### src/hdl/frt_regs.vh
/*
  Register map, field positions and reset values of the 16-bit
  free-running compare timer.
  Assumes a 4-bit word address on the plain register port.
*/
`ifndef FRT_REGS_VH
`define FRT_REGS_VH

// ************************************************
// Register offsets
// ************************************************
`define OFS_COUNT      4'h0
`define OFS_COMPARE    4'h1
`define OFS_INC_RISE   4'h2
`define OFS_INC_FALL   4'h3
`define OFS_IRQ_EN     4'h4
`define OFS_FLAGS      4'h5
`define OFS_CLK_SEL    4'h6
`define OFS_OUT_CTRL   4'h7
`define OFS_INC_ACCESS 4'h8

// ************************************************
// Field positions
// ************************************************
`define BIT_MATCH_A    3
`define BIT_MATCH_B    2
`define BIT_WRAP       1
`define BIT_CLR_ON_A   0
`define BIT_AUTO_ADD   6
`define BIT_REG_SEL    4
`define BIT_INC_ACCESS 0

// ************************************************
// Reset values and codes
// ************************************************
`define RST_COUNT      16'h0000
`define RST_COMPARE    16'hFFFF
`define RST_INCREMENT  16'hFFFF
`define CKS_DIV2       2'h0
`define CKS_DIV8       2'h1
`define CKS_DIV32      2'h2
`define PRESCALE_W     5
`define PRE_TAP_DIV2   0
`define PRE_TAP_DIV8   2
`define PRE_TAP_DIV32  4

`endif

### src/hdl/free_running_compare_timer.v
/*
  16-bit free-running timer with two compare registers, automatic
  addition to compare A, clear on match A and three interrupt lines.
  Assumes a single-cycle register master on mclk that reads and
  writes the 16-bit registers as whole words.
*/
`timescale 1ns/1ps
`include "frt_regs.vh"

// Overview of operation
// 16-bit up-counter, clock select 00 is div-2, 10 is div-32, 11 stops
// Clock select 01 gives the div-8 prescaled clock
// Wrap from all ones to zero sets the wrap flag
// Counter resets to zero
// Master accesses all 16-bit registers as whole words only
// Counter compared with A and B; equality sets matching flag
// Compare registers A and B reset to all ones
// A and B share one address; select bit picks target
// Select bit at control bit 4, 0 is A, 1 is B
// Increment registers reachable only while access bit is set
// Auto-add mode adds alternating increment to A on each match A
// First match after enabling auto-add uses the fall increment
// Software avoids div-2 with increment of one or less
// Both increment registers reset to all ones
// Three interrupt lines, each flag AND its enable
// Enables at bits 3, 2, 1; all reset to zero
// Flags at bits 3, 2, 1; clear by write 0 after read 1
// Flag register bit 0 enables counter clear on match A
// Control bit 6 selects auto-add mode, resets to zero
// Reserved bits read zero and ignore writes
// Match fires in last equal state before counter update
// Clear beats counter write; write beats following increment
// Write to compare or increment suppresses next-state match
module free_running_compare_timer (
  // Clock and reset
  input  wire        mclk,
  input  wire        nrst,
  // Register port
  input  wire [3:0]  addr,
  input  wire [15:0] wdata,
  input  wire        wr,
  input  wire        rd,
  output wire [15:0] rdata,
  // Interrupt requests
  output wire        match_a_irq,
  output wire        match_b_irq,
  output wire        wrap_irq
);

  // ************************************************
  // State
  // ************************************************
  reg [15:0] free_running_count_ff;
  reg [15:0] compare_value_a_ff;
  reg [15:0] compare_value_b_ff;
  reg [15:0] compare_increment_rise_ff;
  reg [15:0] compare_increment_fall_ff;
  reg [3:1]  irq_en_ff;
  reg [3:1]  flag_ff;
  reg [3:1]  armed_ff;
  reg        clear_on_match_a_ff;
  reg [1:0]  clock_sel_ff;
  reg        auto_add_mode_ff;
  reg        compare_reg_select_ff;
  reg        increment_reg_access_ff;
  reg        use_fall_ff;
  reg [`PRESCALE_W-1:0] prescale_ff;
  reg        src_ff;
  reg        cnt_wr_ff;
  reg        ocr_a_wr_ff;
  reg        ocr_b_wr_ff;
  reg [15:0] rdata_ff;
  reg        match_a_irq_ff;
  reg        match_b_irq_ff;
  reg        wrap_irq_ff;

  // ************************************************
  // Helpers
  // ************************************************
  function sel_src;
    input [1:0]            cks;
    input [`PRESCALE_W-1:0] pre;
    begin
      case (cks)
        `CKS_DIV2:  sel_src = pre[`PRE_TAP_DIV2];
        `CKS_DIV8:  sel_src = pre[`PRE_TAP_DIV8];
        `CKS_DIV32: sel_src = pre[`PRE_TAP_DIV32];
        default:    sel_src = 1'b0;
      endcase
    end
  endfunction

  function hit;
    input [3:0] a;
    input [3:0] ofs;
    input       strobe;
    begin
      hit = strobe & (a == ofs);
    end
  endfunction

  // ************************************************
  // Decode
  // ************************************************
  wire w_count  = hit(addr, `OFS_COUNT, wr);
  wire w_cmp    = hit(addr, `OFS_COMPARE, wr);
  wire w_cmp_a  = w_cmp & ~compare_reg_select_ff;
  wire w_cmp_b  = w_cmp & compare_reg_select_ff;
  wire w_rise   = hit(addr, `OFS_INC_RISE, wr)
                  & increment_reg_access_ff;
  wire w_fall   = hit(addr, `OFS_INC_FALL, wr)
                  & increment_reg_access_ff;
  wire w_en     = hit(addr, `OFS_IRQ_EN, wr);
  wire w_flags  = hit(addr, `OFS_FLAGS, wr);
  wire w_cks    = hit(addr, `OFS_CLK_SEL, wr);
  wire w_ctrl   = hit(addr, `OFS_OUT_CTRL, wr);
  wire w_access = hit(addr, `OFS_INC_ACCESS, wr);
  wire r_flags  = hit(addr, `OFS_FLAGS, rd);

  // ************************************************
  // Count tick and compare
  // ************************************************
  // Falling edge of the chosen source; a source switch from high
  // to low counts as an edge, as the real prescaler would see it.
  wire src_now = sel_src(clock_sel_ff, prescale_ff);
  wire tick    = src_ff & ~src_now;

  // Match is taken only on the tick, i.e. in the last equal state
  wire eq_a    = free_running_count_ff == compare_value_a_ff;
  wire eq_b    = free_running_count_ff == compare_value_b_ff;
  wire match_a = tick & eq_a & ~ocr_a_wr_ff;
  wire match_b = tick & eq_b & ~ocr_b_wr_ff;
  wire do_clr  = match_a & clear_on_match_a_ff;
  wire wrap    = tick & ~cnt_wr_ff & ~do_clr
                 & (free_running_count_ff == 16'hFFFF);

  // ************************************************
  // Counter
  // ************************************************
  reg [15:0] nxt_count;
  always @* begin
    nxt_count = free_running_count_ff;
    if (do_clr) begin
      nxt_count = 16'h0000;
    end else if (w_count) begin
      nxt_count = wdata;
    end else if (tick & ~cnt_wr_ff) begin
      nxt_count = free_running_count_ff + 16'h0001;
    end
  end

  // ************************************************
  // Compare A with automatic addition
  // ************************************************
  wire [15:0] inc_val = use_fall_ff ? compare_increment_fall_ff
                                    : compare_increment_rise_ff;
  wire        add_now = match_a & auto_add_mode_ff;

  reg [15:0] nxt_cmp_a;
  always @* begin
    nxt_cmp_a = compare_value_a_ff;
    if (w_cmp_a) begin
      nxt_cmp_a = wdata;
    end else if (add_now) begin
      nxt_cmp_a = compare_value_a_ff + inc_val;
    end
  end

  // ************************************************
  // Flags
  // ************************************************
  // Set beats clear in the same cycle, so no event is lost.
  wire [3:1] set_v = {match_a, match_b, wrap};
  wire [3:1] clr_v = w_flags ? (armed_ff & ~wdata[3:1])
                             : 3'b000;
  wire [3:1] nxt_flag = set_v | (flag_ff & ~clr_v);

  // ************************************************
  // Read mux
  // ************************************************
  reg [15:0] nxt_rdata;
  always @* begin
    nxt_rdata = 16'h0000;
    case (addr)
      `OFS_COUNT:
        nxt_rdata = free_running_count_ff;
      `OFS_COMPARE:
        nxt_rdata = compare_reg_select_ff ? compare_value_b_ff
                                          : compare_value_a_ff;
      `OFS_INC_RISE:
        if (increment_reg_access_ff) begin
          nxt_rdata = compare_increment_rise_ff;
        end
      `OFS_INC_FALL:
        if (increment_reg_access_ff) begin
          nxt_rdata = compare_increment_fall_ff;
        end
      `OFS_IRQ_EN:
        nxt_rdata = {12'h000, irq_en_ff, 1'b0};
      `OFS_FLAGS:
        nxt_rdata = {12'h000, flag_ff, clear_on_match_a_ff};
      `OFS_CLK_SEL:
        nxt_rdata = {14'h0000, clock_sel_ff};
      `OFS_OUT_CTRL:
        nxt_rdata = {9'h000, auto_add_mode_ff, 1'b0,
                     compare_reg_select_ff, 4'h0};
      `OFS_INC_ACCESS:
        nxt_rdata = {15'h0000, increment_reg_access_ff};
      default:
        nxt_rdata = 16'h0000;
    endcase
    if (!rd) begin
      nxt_rdata = 16'h0000;
    end
  end

  // ************************************************
  // Enable next value
  // ************************************************
  // Requests follow an enable written in this cycle, so a request
  // never outlives its enable by one clock.
  reg [3:1] nxt_irq_en;
  always @* begin
    nxt_irq_en = irq_en_ff;
    if (w_en) begin
      nxt_irq_en = wdata[3:1];
    end
  end

  // ************************************************
  // Prescaler
  // ************************************************
  // Free-running from reset, so the tick phase after reset is fixed
  always @(posedge mclk) begin
    if (!nrst) begin
      prescale_ff <= {`PRESCALE_W{1'b0}};
      src_ff      <= 1'b0;
    end else begin
      prescale_ff <= prescale_ff + {{(`PRESCALE_W-1){1'b0}}, 1'b1};
      src_ff      <= src_now;
    end
  end

  // ************************************************
  // Counter, compare and increment registers
  // ************************************************
  always @(posedge mclk) begin
    if (!nrst) begin
      free_running_count_ff     <= `RST_COUNT;
      compare_value_a_ff        <= `RST_COMPARE;
      compare_value_b_ff        <= `RST_COMPARE;
      compare_increment_rise_ff <= `RST_INCREMENT;
      compare_increment_fall_ff <= `RST_INCREMENT;
    end else begin
      free_running_count_ff <= nxt_count;
      compare_value_a_ff    <= nxt_cmp_a;
      if (w_cmp_b) begin
        compare_value_b_ff <= wdata;
      end
      if (w_rise) begin
        compare_increment_rise_ff <= wdata;
      end
      if (w_fall) begin
        compare_increment_fall_ff <= wdata;
      end
    end
  end

  // ************************************************
  // Write memory for the conflict rules
  // ************************************************
  // Remember a write for one state so a match, or after a counter write the count step, is dropped;
  // increment writes count too, as they change the sum.
  always @(posedge mclk) begin
    if (!nrst) begin
      cnt_wr_ff   <= 1'b0;
      ocr_a_wr_ff <= 1'b0;
      ocr_b_wr_ff <= 1'b0;
    end else begin
      cnt_wr_ff   <= w_count;
      ocr_a_wr_ff <= w_cmp_a | w_rise | w_fall;
      ocr_b_wr_ff <= w_cmp_b;
    end
  end

  // ************************************************
  // Increment alternation
  // ************************************************
  // Fall first after enable, then alternate
  always @(posedge mclk) begin
    if (!nrst) begin
      use_fall_ff <= 1'b1;
    end else if (!auto_add_mode_ff) begin
      use_fall_ff <= 1'b1;
    end else if (add_now) begin
      use_fall_ff <= ~use_fall_ff;
    end
  end

  // ************************************************
  // Flags and clear arming
  // ************************************************
  // Only flags seen as 1 by the latest read may be cleared; any
  // write to the flag register disarms, so a stale read cannot clear.
  always @(posedge mclk) begin
    if (!nrst) begin
      flag_ff             <= 3'b000;
      armed_ff            <= 3'b000;
      clear_on_match_a_ff <= 1'b0;
    end else begin
      flag_ff <= nxt_flag;
      if (w_flags) begin
        clear_on_match_a_ff <= wdata[`BIT_CLR_ON_A];
        armed_ff            <= 3'b000;
      end else if (r_flags) begin
        armed_ff <= flag_ff;
      end
    end
  end

  // ************************************************
  // Control registers
  // ************************************************
  // Code 11 holds the counter; no reserved source is emulated.
  always @(posedge mclk) begin
    if (!nrst) begin
      irq_en_ff               <= 3'b000;
      clock_sel_ff            <= `CKS_DIV2;
      auto_add_mode_ff        <= 1'b0;
      compare_reg_select_ff   <= 1'b0;
      increment_reg_access_ff <= 1'b0;
    end else begin
      irq_en_ff <= nxt_irq_en;
      if (w_cks) begin
        clock_sel_ff <= wdata[1:0];
      end
      if (w_ctrl) begin
        auto_add_mode_ff      <= wdata[`BIT_AUTO_ADD];
        compare_reg_select_ff <= wdata[`BIT_REG_SEL];
      end
      if (w_access) begin
        increment_reg_access_ff <= wdata[`BIT_INC_ACCESS];
      end
    end
  end

  // ************************************************
  // Output registers
  // ************************************************
  // Requests come from next flag and next enable, so they track
  // both without a cycle of lag.
  always @(posedge mclk) begin
    if (!nrst) begin
      rdata_ff       <= 16'h0000;
      match_a_irq_ff <= 1'b0;
      match_b_irq_ff <= 1'b0;
      wrap_irq_ff    <= 1'b0;
    end else begin
      rdata_ff       <= nxt_rdata;
      match_a_irq_ff <= nxt_flag[`BIT_MATCH_A] & nxt_irq_en[`BIT_MATCH_A];
      match_b_irq_ff <= nxt_flag[`BIT_MATCH_B] & nxt_irq_en[`BIT_MATCH_B];
      wrap_irq_ff    <= nxt_flag[`BIT_WRAP] & nxt_irq_en[`BIT_WRAP];
    end
  end

  // ************************************************
  // Outputs
  // ************************************************
  assign rdata       = rdata_ff;
  assign match_a_irq = match_a_irq_ff;
  assign match_b_irq = match_b_irq_ff;
  assign wrap_irq    = wrap_irq_ff;

endmodule // free_running_compare_timer

### config.mk
export PLATFORM = sky130hd
export DESIGN_NAME = free_running_compare_timer
export DESIGN_NICKNAME = d
export VERILOG_FILES = /design/src/hdl/free_running_compare_timer.v
export VERILOG_INCLUDE_DIRS = /design/src /design/src/hdl
export SDC_FILE = /design/constraint.sdc
export NUM_CORES = 1
export LEC_CHECK = 0
export BUFFER_PORTS_ARGS = -buffer_cell sky130_fd_sc_hd__buf_2
export CAP_MARGIN = 0
export CORE_ASPECT_RATIO = 2
export CORE_MARGIN = 4
export CORE_UTILIZATION = 68
export CTS_BUF_LIST = sky130_fd_sc_hd__clkbuf_8
export CTS_CLUSTER_DIAMETER = 200
export DETAILED_ROUTE_END_ITERATION = 7
export GPL_ROUTABILITY_DRIVEN = 0
export PLACE_DENSITY_LB_ADDON = 0.1
export SYNTH_ARGS = -nofsm -noshare
export SYNTH_HDL_FRONTEND = slang
export SYNTH_SLANG_ARGS = --single-unit
### constraint.sdc
create_clock -name mclk -period 5.3 [get_ports mclk]
set_clock_uncertainty 0.1 [all_clocks]
set_input_delay 0.53 -clock mclk [delete_from_list [all_inputs] [get_ports mclk]]
set_output_delay 0.53 -clock mclk [all_outputs]
set_load 0.01 [all_outputs]
==> results by group <==
Logic synthesis
  – Seq/Total Area, Yosys: 36.9%
  – Cell Area, Synth: 0.00672 mm2
  – Synthesis Warnings: 0
  – Post-synth EDFFs: 0
  – Most used DFF post-synth: dfxtp_1
  – Seq cells post-synth: 124
  – Avg Inst Size Synth: 8.36 um2
  – Synth unique cells: 62
  – Async SR Flop Fraction: 0%
  – Top-area cell type share of the netlist area: 36.9%
  – Top cells by area, synth: dfxtp_1 37%, nand2_1 7.0%, mux2_2 5.2%
  – Synth area leader: dfxtp_1
  – Most frequent cell after synthesis: nand2_1
  – Synth top cells by count: 126 x nand2_1, 124 x dfxtp_1, 67 x nor2_1
  – Synth Instances: 804
  – Syn Nets: 846

Power
  – Net Sw Frac: 24.4%
  – Clock power frac: 47.4%
  – Worst vdd ir: 0.240 mV
  – P_int: 1.56 mW
  – Sequential share of power: 46.4%
  – Combinational power share: 6.1%
  – Pwr dens: 280 mW/mm2
  – P_sw: 0.505 mW
  – Leak pwr: 2.85 nW
  – PnR Total Power: 2.07 mW

Worst setup path
  – Kind of cell adding the most delay to the critical path: compound AO/OA/AOI/OAI gates
  – Crit end category: register
  – CP Depth: 10
  – R2R depth: 10
  – Worst Path Required: 5.50 ns
  – Reg2Reg Capture Point: compare_value_a_ff[12]$_SDFFE_PN1P_
  – CP bufs+invs: 1
  – Setup CP Type: register to register
  – Crit. Startpoint: use_fall_ff$_SDFFE_PN1P_
  – R2R Path Start: use_fall_ff$_SDFFE_PN1P_
  – Critical path startpoint category: register
  – CP arrival: 3.70 ns
  – Critical path's slowest cell: dfxtp_1
  – CP dominant cell by count: mux2_2
  – Worst Setup EP: compare_value_a_ff[12]$_SDFFE_PN1P_
  – Reg2reg setup slack: 1.80 ns
  – CP peak stage delay: 0.87 ns
  – Max FO, Critical Path: 17
  – Critical Path, Cell by Cell: mux2_2 > ha_1 > inv_1 > fa_1 > nor2b_1 > o2111ai_1 > a31oi_1 > mux2_2 > a311oi_1 > a221oi_1

Status
  – Outcome: finished, final reports clean

Finish
  – Fin area: 0.00737 mm2
  – P&R area growth vs syn: 9.68%
  – Fin util: 76.0%
  – Final Instance Count excl. Fillers: 955
  – Final Net Count: 852
  – Antenna Cells: 0
  – Share of layout cells above drive strength 1: 15.3%

Floorplan
  – Cell row count: 51
  – Starting Density: 69.3%
  – Die Span X: 78.3 um
  – Top-Level Pins: 43
  – Die Span Y: 149 um
  – Die outline area: 0.0116 mm2
  – CORE AREA: 0.00970 mm2

GRT
  – Busiest grt layer: met2
  – First-pass GRT wire length: 30900 um
  – Met3 usage: 5.15%
  – Met2 usage: 57.9%
  – Vias in the first global route: 6134
  – Total gr overflow: 0
  – Global-route usage over all layers: 34.0%
  – Largest net degree at the start of global routing: 36
  – M1 GR Usage: 40.1%
  – Initial antenna violation count: 0

Place
  – Pre-CTS WS: 1.88 ns
  – Post-DP HPWL: 13700 um
  – Placed cells: 923
  – Area after DPL: 0.00691 mm2
  – PortBufs: 42

Routing
  – TritonRoute pass-1 iters: 8
  – Avg WL per Cell: 20.2 um
  – Initial drt markers: 604
  – Final wirelength: 19300 um
  – Drt drc: 0
  – DRT antenna net count: 0
  – Routed via count: 6335
  – Via/cell ratio: 6.63

Timing
  – Setup-failing EPs final: 0
  – Setup ws final: 1.80 ns
  – FMAX: 285 MHz
  – Worst-Margin Slew: 1.05 ns
  – Post-layout min period: 3.50 ns
  – Crit share post-route: 66.1%
  – RSZ-0062 raised after global routing: false
  – Hold slack: 0.274 ns
  – Setup Total Neg Slack: 0 ns
  – Slew Viols, Final: 0
  – Final hold violations: 0
  – Slew HR: 29.8%

Clock tree
  – Clock Latency Late Sink: 0.45 ns
  – Post_cts resized: 0
  – Hold-fix buffers, CTS: 0
  – Clk slew on worst S/H paths: 0.08 ns
  – CTS Buf Count: 17
  – Postcts setup bufs: 0
  – Root buffer cell: clkbuf_8
  – H-tree Lvls: 4
  – CTS tree: built
  – CTS max path bufs: 2
  – CTS sink cnt: 124

Job
  – Max Cap Viol: 0

Hold path
  – Hold Path Class: input pin to register
==> cell usage in the layout, fill, tap and decap left out, drive strengths merged, types with 11 or more instances in the layout <==
cell type,n
inv,13
nand2,126
a222oi,11
mux2i,14
nand3,60
ha,17
a211oi,20
mux2,31
xor2,29
buf,48
a21oi,30
clkbuf,18
nor2,71
a22o,16
o211ai,19
dfxtp,124
o21ai,11
xnor2,31
nor3,15
==> routing by layer <==
metal	wire length (um)	share of wire [%]	up-vias
met5	0	0	-
met4	1030	5.3	0
met3	1500	7.8	95
met2	9770	51	381
met1	6990	36	2962
li1	-	-	2897
==> worst reg2reg max path: stages, from the launching register on <==
cell and delay (ns):
dfxtp_1 0.87, mux2_2 0.29, ha_1 0.15, inv_1 0.06, fa_1 0.42, nor2b_1 0.19, o2111ai_1 0.16, a31oi_1 0.33
mux2_2 0.39, a311oi_1 0.27, a221oi_1 0.13
==> flip-flops by register name (all words and copies together) (netlist names), 2 cells and up <==
signal and flops:
armed_ff 3, clock_sel_ff 2, rdata 16, irq_en_ff 3, flag_ff 3, compare_value_a_ff 16, compare_increment_fall_ff 16, free_running_count_ff 16
prescale_ff 5, compare_value_b_ff 16, compare_increment_rise_ff 16
==> cells by family (layout without fill, tap and decap cells) <==
logic type	after synthesis	after routing	share of synthesized area (%)
AO/OA/AOI/OAI	151	151	16.7
XOR/XNOR	60	60	7.82
adder cells (fa/ha/maj)	18	18	3.46
buffers and inverters	72	91	4.34
flip-flops	124	124	36.9
multiplexers	45	45	7.28
AND/OR/NAND/NOR	334	334	23.5
==> worst min path at each step <==
stage                             startpoint                                endpoint  cells after the start
6_report                           wdata[10]  free_running_count_ff[10]$_SDFFE_PP0P_                      3
5_1_grt                            wdata[10]  free_running_count_ff[10]$_SDFFE_PP0P_                      3
4_1_cts                            wdata[10]  free_running_count_ff[10]$_SDFFE_PP0P_                      3
3_5_place_dp       prescale_ff[0]$_SDFF_PN0_               prescale_ff[0]$_SDFF_PN0_                      1
3_3_place_gp       prescale_ff[0]$_SDFF_PN0_               prescale_ff[0]$_SDFF_PN0_                      1
2_1_floorplan  auto_add_mode_ff$_SDFFE_PN0P_                use_fall_ff$_SDFFE_PN1P_                      1
==> power by group through the flow <==
| stage | Combinational [mW] | Sequential, mW | Clock [mW] |
|---|---|---|---|
| 3_3_place_gp | 0.118 | 0.980 | 0 |
| 2_1_floorplan | 0.0867 | 0.971 | 0 |
| 3_5_place_dp | 0.122 | 0.980 | 0 |
| 6_report | 0.127 | 0.959 | 0.980 |
| 4_1_cts | 0.123 | 0.959 | 0.983 |
| 5_1_grt | 0.137 | 0.960 | 1.02 |
==> final cells by class <==
type / instances / area, um2
fill: 748 / 2330
clock inverter: 14 / 218
timing repair buffer: 48 / 255
sequential: 124 / 2480
tap: 132 / 165
inverter: 11 / 41.3
clock buffer: 18 / 248
multi-input combinational: 608 / 3960
No activity file was read; power rests on OpenSTA's default activity.
